<file path="config.mk">
export PLATFORM = sky130hd
export DESIGN_NAME = uhc_cmd_irq_status
export DESIGN_NICKNAME = d
export VERILOG_FILES = /design/src/uhc_pkg.sv /design/src/uhc_cmd_irq_status.sv
export VERILOG_INCLUDE_DIRS = /design/src /design/src/src
export SDC_FILE = /design/constraint.sdc
export NUM_CORES = 1
export LEC_CHECK = 0
export ABC_CLOCK_PERIOD_IN_PS = 2900
export BUFFER_PORTS_ARGS = -buffer_cell sky130_fd_sc_hd__buf_2
export CORE_UTILIZATION = 52
export CTS_BUF_LIST = sky130_fd_sc_hd__clkbuf_4
export CTS_CLUSTER_DIAMETER = 60
export DETAILED_ROUTE_END_ITERATION = 6
export GPL_TIMING_DRIVEN = 1
export HOLD_SLACK_MARGIN = 0.1
export PLACE_DENSITY = 0.82
export SLEW_MARGIN = 25
export SYNTH_ARGS = -nofsm -noshare
export SYNTH_HDL_FRONTEND = slang
export SYNTH_SLANG_ARGS = --single-unit
</file>
<file path="constraint.sdc">
create_clock -name clk_i -period 2.9 [get_ports clk_i]
set_clock_uncertainty 0.05 [all_clocks]
set_input_delay 0.58 -clock clk_i [delete_from_list [all_inputs] [get_ports clk_i]]
set_output_delay 0.58 -clock clk_i [all_outputs]
set_load 0.03 [all_outputs]
</file>
<file path="src/uhc_consts.svh">
// constants for usb host command and event status block
`ifndef UHC_CONSTS_SVH
`define UHC_CONSTS_SVH

`define UHC_ADDR_W      8
`define UHC_OFF_CMD     8'h08
`define UHC_OFF_STS     8'h0c
`define UHC_OFF_IEN     8'h10
`define UHC_OFF_IDIS    8'h14

`define UHC_B_HCR       0
`define UHC_B_CLF       1
`define UHC_B_OCR       3
`define UHC_B_SOC       16
`define UHC_B_SO        0
`define UHC_B_WDH       1
`define UHC_B_SF        2
`define UHC_B_RD        3
`define UHC_B_UE        4
`define UHC_B_FNO       5
`define UHC_B_ROOT_HUB_CHANGED      6
`define UHC_B_OC        30
`define UHC_B_MIE       31

`define UHC_CLK_NS      4
`define UHC_RST_NS      10000
`define UHC_RST_CYC     (`UHC_RST_NS / `UHC_CLK_NS)
`define UHC_CNT_W       12

`endif

</file>
<file path="src/uhc_pkg.sv">
// types for usb host command and event status block
package uhc_pkg;

  typedef struct packed {
    logic [7:0]  addr;
    logic [31:0] wdata;
    logic        wr;
    logic        rd;
  } uhc_bus_t;

  typedef struct packed {
    logic ctl_start;
    logic td_found;
    logic own_done;
    logic rh_change;
    logic frame_upd;
    logic frame_msb;
    logic sys_err;
    logic sof;
    logic done_wr;
    logic overrun;
  } uhc_hc_evt_t;

  typedef struct packed {
    logic oc;
    logic root_hub_changed;
    logic frame_number_overflow;
    logic ue;
    logic rd;
    logic sf;
    logic done_head_written;
    logic so;
  } uhc_flags_t;

  typedef enum logic {
    UHC_RUN = 1'b0,
    UHC_RST = 1'b1
  } uhc_phase_t;

  typedef struct packed {
    uhc_phase_t  phase;
    logic [11:0] cnt;
    logic        control_list_filled;
    logic        ocr;
    logic [1:0]  soc;
    uhc_flags_t  sts;
    uhc_flags_t  en;
    logic        mie;
    logic [2:0]  sync;
    logic        res_lvl;
    logic        msb_last;
    logic [31:0] rdata;
    logic        irq;
    logic        smi;
    logic        sof_tok;
    logic        go;
  } uhc_state_t;

endpackage

</file>
<file path="src/uhc_cmd_irq_status.sv">
// command register, event status and interrupt request logic
//
// The register addresses and the plain strobed port were chosen for this implementation.
`timescale 1ns/100ps
`include "uhc_consts.svh"

module uhc_cmd_irq_status
  import uhc_pkg::*;
#(
  parameter bit HAS_SMI = 1'b1
) (
  input  wire logic        clk_i,            // system clock
  input  wire logic        rst_i,            // sync reset, high
  input  wire uhc_bus_t    bus_i,            // register port
  input  wire uhc_hc_evt_t evt_i,            // engine events
  input  wire logic        resume_pin_i,     // bus resume level
  input  wire logic        resuming_state_i, // sw resume state
  output logic [31:0]      rdata_o,          // read data
  output logic             irq_o,            // interrupt request
  output logic             smi_o,            // management irq
  output logic             sof_token_o,      // emit sof token
  output logic             ctl_go_o,         // start control list
  output logic             halt_o,           // stop on sys error
  output logic             done_hold_o,      // block done write
  output logic             soft_reset_o      // suspend, no bus
);

  uhc_state_t s;
  uhc_state_t next_s;
  logic       wcmd;
  logic       wsts;
  logic       wen;
  logic       wdis;

  function automatic uhc_flags_t unpack(input logic [31:0] w);
    uhc_flags_t f;
    f.oc   = w[`UHC_B_OC];
    f.root_hub_changed = w[`UHC_B_ROOT_HUB_CHANGED];
    f.frame_number_overflow  = w[`UHC_B_FNO];
    f.ue   = w[`UHC_B_UE];
    f.rd   = w[`UHC_B_RD];
    f.sf   = w[`UHC_B_SF];
    f.done_head_written  = w[`UHC_B_WDH];
    f.so   = w[`UHC_B_SO];
    return f;
  endfunction

  function automatic logic [31:0] pack(input uhc_flags_t f);
    logic [31:0] w;
    w = 32'h0;
    w[`UHC_B_OC]   = f.oc;
    w[`UHC_B_ROOT_HUB_CHANGED] = f.root_hub_changed;
    w[`UHC_B_FNO]  = f.frame_number_overflow;
    w[`UHC_B_UE]   = f.ue;
    w[`UHC_B_RD]   = f.rd;
    w[`UHC_B_SF]   = f.sf;
    w[`UHC_B_WDH]  = f.done_head_written;
    w[`UHC_B_SO]   = f.so;
    return w;
  endfunction

  assign wcmd = bus_i.wr && (bus_i.addr == `UHC_OFF_CMD);
  assign wsts = bus_i.wr && (bus_i.addr == `UHC_OFF_STS);
  assign wen  = bus_i.wr && (bus_i.addr == `UHC_OFF_IEN);
  assign wdis = bus_i.wr && (bus_i.addr == `UHC_OFF_IDIS);

  always_comb begin
    logic [31:0] rv;
    uhc_flags_t  irq_src;
    rv = 32'h0;
    irq_src = '0;
    next_s = s;
    next_s.rdata   = 32'h0;
    next_s.go      = 1'b0;
    next_s.sof_tok = 1'b0;
    // resume pin filter, change taken when stages 2 and 3 agree
    next_s.sync = {s.sync[1:0], resume_pin_i};
    if (s.sync[1] == s.sync[2]) begin
      next_s.res_lvl = s.sync[2];
    end
    unique case (s.phase)
      UHC_RUN: begin
        if (wcmd && bus_i.wdata[`UHC_B_HCR]) begin
          // no root hub reset output exists
          next_s.phase = UHC_RST;
          next_s.cnt   = '0;
          next_s.control_list_filled   = 1'b0;
          next_s.ocr   = 1'b0;
          next_s.soc   = '0;
          next_s.sts   = '0;
          next_s.en    = '0;
          next_s.mie   = 1'b0;
        end else begin
          // list start consumes the filled flag
          if (evt_i.ctl_start && s.control_list_filled && !s.sts.ue) begin
            next_s.go  = 1'b1;
            next_s.control_list_filled = 1'b0;
          end
          // empty flag: no start
          if (evt_i.td_found) begin
            next_s.control_list_filled = 1'b1;
          end
          // changeover done first, so a new request in the same cycle stays
          if (evt_i.own_done) begin
            next_s.ocr = 1'b0;
          end
          if (wcmd) begin
            // write-to-set, zeros leave bits alone
            if (bus_i.wdata[`UHC_B_CLF]) begin
              next_s.control_list_filled = 1'b1;
            end
            if (bus_i.wdata[`UHC_B_OCR]) begin
              next_s.ocr = 1'b1;
            end
          end
          // software clear first so that a same-cycle set wins
          if (wsts) begin
            next_s.sts = s.sts & ~unpack(bus_i.wdata);
          end
          if (wcmd && bus_i.wdata[`UHC_B_OCR]) begin
            next_s.sts.oc = 1'b1;
          end
          if (evt_i.rh_change) begin
            next_s.sts.root_hub_changed = 1'b1;
          end
          if (evt_i.frame_upd) begin
            next_s.msb_last = evt_i.frame_msb;
            if (evt_i.frame_msb != s.msb_last) begin
              next_s.sts.frame_number_overflow = 1'b1;
            end
          end
          if (evt_i.sys_err) begin
            next_s.sts.ue = 1'b1;
          end
          if (next_s.res_lvl && !s.res_lvl && !resuming_state_i) begin
            next_s.sts.rd = 1'b1;
          end
          if (evt_i.sof && !s.sts.ue) begin
            next_s.sts.sf  = 1'b1;
            next_s.sof_tok = 1'b1;
          end
          if (evt_i.done_wr) begin
            next_s.sts.done_head_written = 1'b1;
          end
          if (evt_i.overrun) begin
            next_s.sts.so = 1'b1;
            next_s.soc    = 2'(s.soc + 2'h1);
          end
          if (wen) begin
            next_s.en  = s.en | unpack(bus_i.wdata);
            next_s.mie = s.mie | bus_i.wdata[`UHC_B_MIE];
          end
          if (wdis) begin
            next_s.en  = s.en & ~unpack(bus_i.wdata);
            next_s.mie = s.mie & ~bus_i.wdata[`UHC_B_MIE];
          end
        end
      end
      UHC_RST: begin
        // held in suspend with all host bus traffic blocked
        next_s.cnt = 12'(s.cnt + 12'h1);
        if (s.cnt == 12'(`UHC_RST_CYC - 1)) begin
          next_s.phase = UHC_RUN;
          next_s.cnt   = '0;
        end
      end
    endcase
    if (!HAS_SMI) begin
      next_s.sts.oc = 1'b0;
    end
    irq_src    = next_s.sts & next_s.en;
    irq_src.oc = 1'b0;
    next_s.irq = next_s.mie && (|irq_src);
    next_s.smi = HAS_SMI && next_s.mie && next_s.sts.oc
                 && next_s.en.oc;
    if (bus_i.rd) begin
      unique case (bus_i.addr)
        `UHC_OFF_CMD: begin
          rv[`UHC_B_SOC +: 2] = s.soc;
          rv[`UHC_B_OCR]      = s.ocr;
          rv[`UHC_B_CLF]      = s.control_list_filled;
          rv[`UHC_B_HCR]      = (s.phase == UHC_RST);
        end
        `UHC_OFF_STS: begin
          rv = pack(s.sts);
        end
        `UHC_OFF_IEN, `UHC_OFF_IDIS: begin
          rv = pack(s.en);
          rv[`UHC_B_MIE] = s.mie;
        end
        default: begin
          rv = 32'h0;
        end
      endcase
    end
    next_s.rdata = rv;
  end

  always_ff @(posedge clk_i) begin
    if (rst_i) begin
      s <= '0;
    end else begin
      s <= next_s;
    end
  end

  assign rdata_o      = s.rdata;
  assign irq_o        = s.irq;
  assign smi_o        = s.smi;
  assign sof_token_o  = s.sof_tok;
  assign ctl_go_o     = s.go;
  assign halt_o       = s.sts.ue;
  assign done_hold_o  = s.sts.done_head_written;
  assign soft_reset_o = (s.phase == UHC_RST);

  logic run;
  assign run = (s.phase == UHC_RUN) && !wcmd;
endmodule

</file>
# Word level (Yosys, flattened, before mapping)
# Index checks and enable logic that the tools add are counted.
# totals
output_inout_bits,39
input_bits,56
register_bits,75
# classes
muxes,32
n_bitwise,12
reduce_logical,25
addsub,2
eq_ne,8
# ops
operator,n
case mux 14 bit (2 select lines),1
2-to-1 mux 13 bit,2
case mux 13 bit (2 select lines),1
2-to-1 mux 21 bit,1
2-to-1 mux 9 bit,2
2-to-1 mux 1 bit,17
2-to-1 mux 17 bit,1
bitwise AND 8 bit,2
"equality test 8 x 4 -> 1 bit, second input constant",2
"equality test 8 x 5 -> 1 bit, second input constant",2
logical AND 1 bit,14
"adder 12 x 1 -> 12 bit, second input constant",1
"equality test 12 bit, second input constant",1
2-to-1 mux 8 bit,1
inverter 8 bit,1
bitwise OR 8 bit,1
bitwise AND 7 bit,1
OR reduction 7 bit,1
case mux 2 bit (3 select lines),1
case mux 3 bit (2 select lines),1
OR reduction 3 bit,2
inverter 1 bit,5
2-to-1 mux 2 bit,2
OR reduction 2 bit,2
other kinds (12),14

# Longest topological paths before layout
# logic_depth
ltp_word,11
mapped_depth,8
depth_no_buf,7

# Least setup slack after synthesis
# OpenSTA, ideal clock, no wires.
# synth_timing
path_type,input -> register
startpoint,input port bus_i[38] (netlist bit)
endpoint,"register s, in the netlist irq_o"
cell_stages,6
arrival_time_ns,2.107
n_path_buf,0
setup_ns,0.120
path_slack_ns,0.623
cell_sequence,or4b_4 nor3_2 nor3b_1 o31ai_1 o2111ai_1 o31a_1
# synth_via
elab_chain_len,10
# synth_lines
element,line,text
from (decl),uhc_cmd_irq_status.sv:14,"input wire uhc_bus_t bus_i,"
equality test 8 x 4 -> 1 bit,--,
logical AND 1 bit,uhc_cmd_irq_status.sv:63,assign wsts = bus_i.wr && (bus_i.addr == `UHC_OFF_STS);
2-to-1 mux 8 bit,uhc_cmd_irq_status.sv:117,if (wsts) begin
2-to-1 mux 1 bit,uhc_cmd_irq_status.sv:128,if (evt_i.frame_msb != s.msb_last) begin
2-to-1 mux 1 bit,uhc_cmd_irq_status.sv:126,if (evt_i.frame_upd) begin
2-to-1 mux 21 bit *,uhc_cmd_irq_status.sv:83,if (wcmd && bus_i.wdata[`UHC_B_HCR]) begin
2-to-1 mux 17 bit *,uhc_cmd_irq_status.sv:81,unique case (s.phase)
bitwise AND 7 bit,uhc_cmd_irq_status.sv:171,irq_src = next_s.sts & next_s.en;
OR reduction 7 bit,uhc_cmd_irq_status.sv:173,next_s.irq = next_s.mie && (|irq_src);
logical AND 1 bit *,uhc_cmd_irq_status.sv:173,
to (signal assigned),uhc_cmd_irq_status.sv:203,s <= next_s;
to (decl),uhc_cmd_irq_status.sv:28,uhc_state_t s;
# Every way passes the cells marked *; elsewhere a longest branch is shown, timed or not.
# A chain may end at the register's enable or synchronous reset.

# Final worst setup path
# layout_timing
startpoint,input port bus_i[38] (netlist bit)
endpoint,"register s, in the netlist smi_o"
# layout_via
elab_chain_len,8
# layout_lines
element,line,text
equality test 8 x 5 -> 1 bit / equality test 8 x 4 -> 1 bit (equally long branches),--,
"logical AND 1 bit, on equally long branches","uhc_cmd_irq_status.sv:64, uhc_cmd_irq_status.sv:62, uhc_cmd_irq_status.sv:63",
"2-to-1 mux 9 bit, or another cell as far along",uhc_cmd_irq_status.sv:149,if (wen) begin
2-to-1 mux 9 bit / 2-to-1 mux 1 bit (equally long branches),"uhc_cmd_irq_status.sv:153, uhc_cmd_irq_status.sv:120",
2-to-1 mux 21 bit *,uhc_cmd_irq_status.sv:83,
2-to-1 mux 17 bit *,uhc_cmd_irq_status.sv:81,
logical AND 1 bit,uhc_cmd_irq_status.sv:174,next_s.smi = HAS_SMI && next_s.mie && next_s.sts.oc
logical AND 1 bit *,uhc_cmd_irq_status.sv:175,&& next_s.en.oc;
# Marks and branches as above.

==> impl_metrics.tcl <==
set metrics [dict create \
    die_h_um 74.81 \
    grt_use_met1_pct 29.06 \
    clkTransAtPathRegs_ns 0.15 \
    hold_viol 0 \
    criticalPathCategory "in2reg" \
    yosysMostFrequentCell "dfxtp_1" \
    clock_sinks 54 \
    dp_slack_ns 0.2501 \
    hp-class "in2reg" \
    ant_nets 0 \
    power.total_w 0.001257 \
    fin_setup_tns_ns 0 \
    grt-ovfl-total 0 \
    p_comb_share_pct 12.5 \
    met2_usage_pct 43.54 \
    finalWorstSetupSlack_ns 0.6598 \
    antenna_found_initial 0 \
    root_buffer "clkbuf_4" \
    track_usage_pct 24.46 \
    yosys.area.top_type "dfxtp_1" \
    synth_area_leaders "dfxtp_1 (39%), buf_4 (8.7%), o21ai_0 (5.3%)" \
    p_leak_nw 1.227 \
    dieArea_um2 5596 \
    coreArea_um2 5107 \
    first_global_vias 2303 \
    cts_tree "done" \
    setup_viol 0 \
    start_kind "input pin" \
    maxSlewHeadroom_pct 50.76 \
    ys.warnings.count 0 \
    p_switching_w 0.0003578 \
    worstHoldStart "resume_pin_i" \
    antenna_cells 0 \
    max_slew.worst_pin.slew_ns 0.7359 \
    netlist_top_cells_count "dfxtp_1 (54), buf_4 (32), o21ai_0 (29), nor2_1 (27), nand2_1 (22)" \
    viasPerCell 5.794 \
    p_sw_share_pct 28.48 \
    synth_cells 328 \
    die_w_um 74.81 \
    synth_edf_count 0 \
    whs_path_depth 2 \
    wl_mm 6.571 \
    ys_seq_area_share_pct 39.22 \
    gr-max-usage-layer "met2" \
    r2r-start "soft_reset_o$_SDFF_PP0_" \
    cp.required_ns 3.13 \
    rr_endpoint "irq_o$_SDFF_PP0_" \
    cts-resized-gates 0 \
    rows 26 \
    async_flop_share_pct 0 \
    cts_hold_buf 0 \
    grt_max_degree 22 \
    yosys.area.top_type_share_pct 39.22 \
    p_seq_share_pct 60.9 \
    r2r_setup_slack_ns 0.76 \
    vias 2555 \
    r2r_cells 6 \
    layout_min_cycle_time_ns 2.240 \
    internal_power_w 0.0008988 \
    ys_types 53 \
    power_density_nw_per_um2 417.3 \
    grt_util_met3_pct 4.552 \
    crit_arrival_ns 2.47 \
    layout_worst_path_cycle_share_pct 77.25 \
    end_kind "flop" \
    rsz0062_at_grt "false" \
    crit_end "smi_o$_SDFF_PP0_" \
    clock_latency_ns 0.38 \
    gp_congestion 0.8963 \
    wire_per_inst_um 14.90 \
    fillers 472 \
    clock_path_buffers 2 \
    whs_ns 0.3443 \
    status "completed" \
    ios 95 \
    first_iter_violations 265 \
    nets 427 \
    synth-seq-cells 54 \
    drv_cap 0 \
    drc 0 \
    synthFlopType "dfxtp_1" \
    synth.avg_cell_area_um2 8.404 \
    clkPwrFrac_pct 26.6 \
    fmax_ghz 0.4464 \
    cts_made_buffers 5 \
    cp_max_fo 10 \
    cts_max_level 2 \
    syn_area_um2 2756 \
    crit_start "bus_i[38]" \
    drive_gt1_share_pct 19.41 \
    drtPass1Iterations 7 \
    post_cts_buffers 0 \
    io_buffers 50 \
    grt_pass1_wl_mm 10.35 \
    dpl.hpwl_mm 4.866 \
    slew_violations 0 \
    area_growth_pct 9.260 \
    vdd_drop_max_v 0.0001978 \
    start_util_pct 53.97 \
]
==> worst max-delay path, cell delays in order <==
cell	delay, ns
buf_2	0.13
or4b_4	0.58
o31ai_4	0.40
nor2_1	0.27
a21boi_0	0.20
o21ai_0	0.11
and3_1	0.18
==> area by class of cell <==
cell class                 instances  area [um^2]  area share (%)
inverter                           7        26.28          0.8725
clock inverter                     3        21.27          0.7063
multi-input combinational        242         1433           47.57
clock buffer                       5        37.54           1.246
sequential                        54         1081           35.90
tap                               70        87.58           2.908
timing repair buffer              60        325.3           10.80
==> flip-flops by register name, indices dropped and copies added (netlist names) <==
register and cells:
next_s 2, halt_o 1, ctl_go_o 1, irq_o 1
sof_token_o 1, done_hold_o 1, s 34, rdata_o 11
soft_reset_o 1, smi_o 1
==> power by group through the flow <==
| stage | logic, W | clock network (W) | registers (W) |
|---|---|---|---|
| 5_1_grt | 0.000171 | 0.000376 | 0.000767 |
| 2_1_floorplan | 0.000118 | 0 | 0.000785 |
| 4_1_cts | 0.000154 | 0.000345 | 0.000765 |
| 3_3_place_gp | 0.000151 | 0 | 0.000780 |
| 6_report | 0.000157 | 0.000334 | 0.000766 |
| 3_5_place_dp | 0.000154 | 0 | 0.000781 |
==> cell usage in the layout, fill, tap and decap left out, types with 4 or more instances in the layout <==
cell type	Yosys	routed
and2_1	8	8
nand3_1	13	13
a21oi_1	15	15
nor3_1	4	4
a22oi_1	8	8
nand4_1	5	5
nor2_1	27	27
buf_4	32	10
a31oi_1	6	6
clkbuf_4	0	5
and3_1	10	10
buf_2	2	50
conb_1	1	21
nor3b_1	4	4
nor2b_1	10	10
o21ai_0	29	29
nand2_1	22	22
dfxtp_1	54	54
inv_1	7	7
o21a_1	5	5
a22o_1	4	4
==> through the flow <==
stage	instance area, um^2	utilization (%)	instances
after CTS	3012	58.97	441
after global routing	3012	58.97	441
after detailed placement	2953	57.81	433
after global placement	2953	57.81	433
after floorplan	2831	-	348
final	3012	58.97	441
==> worst min-delay path by stage <==
stage,to,slack [ns]
6_report,next_s[39]$_SDFF_PP0_,0.34
2_1_floorplan,next_s[40]$_SDFF_PP0_,0.36
3_5_place_dp,next_s[40]$_SDFF_PP0_,0.38
3_3_place_gp,next_s[40]$_SDFF_PP0_,0.37
5_1_grt,next_s[39]$_SDFF_PP0_,0.35
4_1_cts,next_s[39]$_SDFF_PP0_,0.34
==> cell families (layout without fill, tap and decap cells) <==
kind of cell | Yosys count | count (layout) | share of synthesized area [%]
DFF | 54 | 54 | 39.22
AOI/OAI and AO/OA | 89 | 89 | 21.11
other | 1 | 21 | 0.1360
adders and majority gates | 1 | 1 | 0.4539
buffers and inverters | 52 | 75 | 11.53
and+or+nand+nor | 125 | 125 | 25.51
xor gates and xnor gates | 3 | 3 | 0.9534
muxes | 3 | 3 | 1.089
==> metal layers <==
layer / up-vias / wire [um]
li1: 1224 / -
met1: 1190 / 2738
met2: 122 / 3226
met3: 19 / 443
met4: 0 / 163
met5: - / 0
Note: power is estimated with default switching activity, not from simulation.
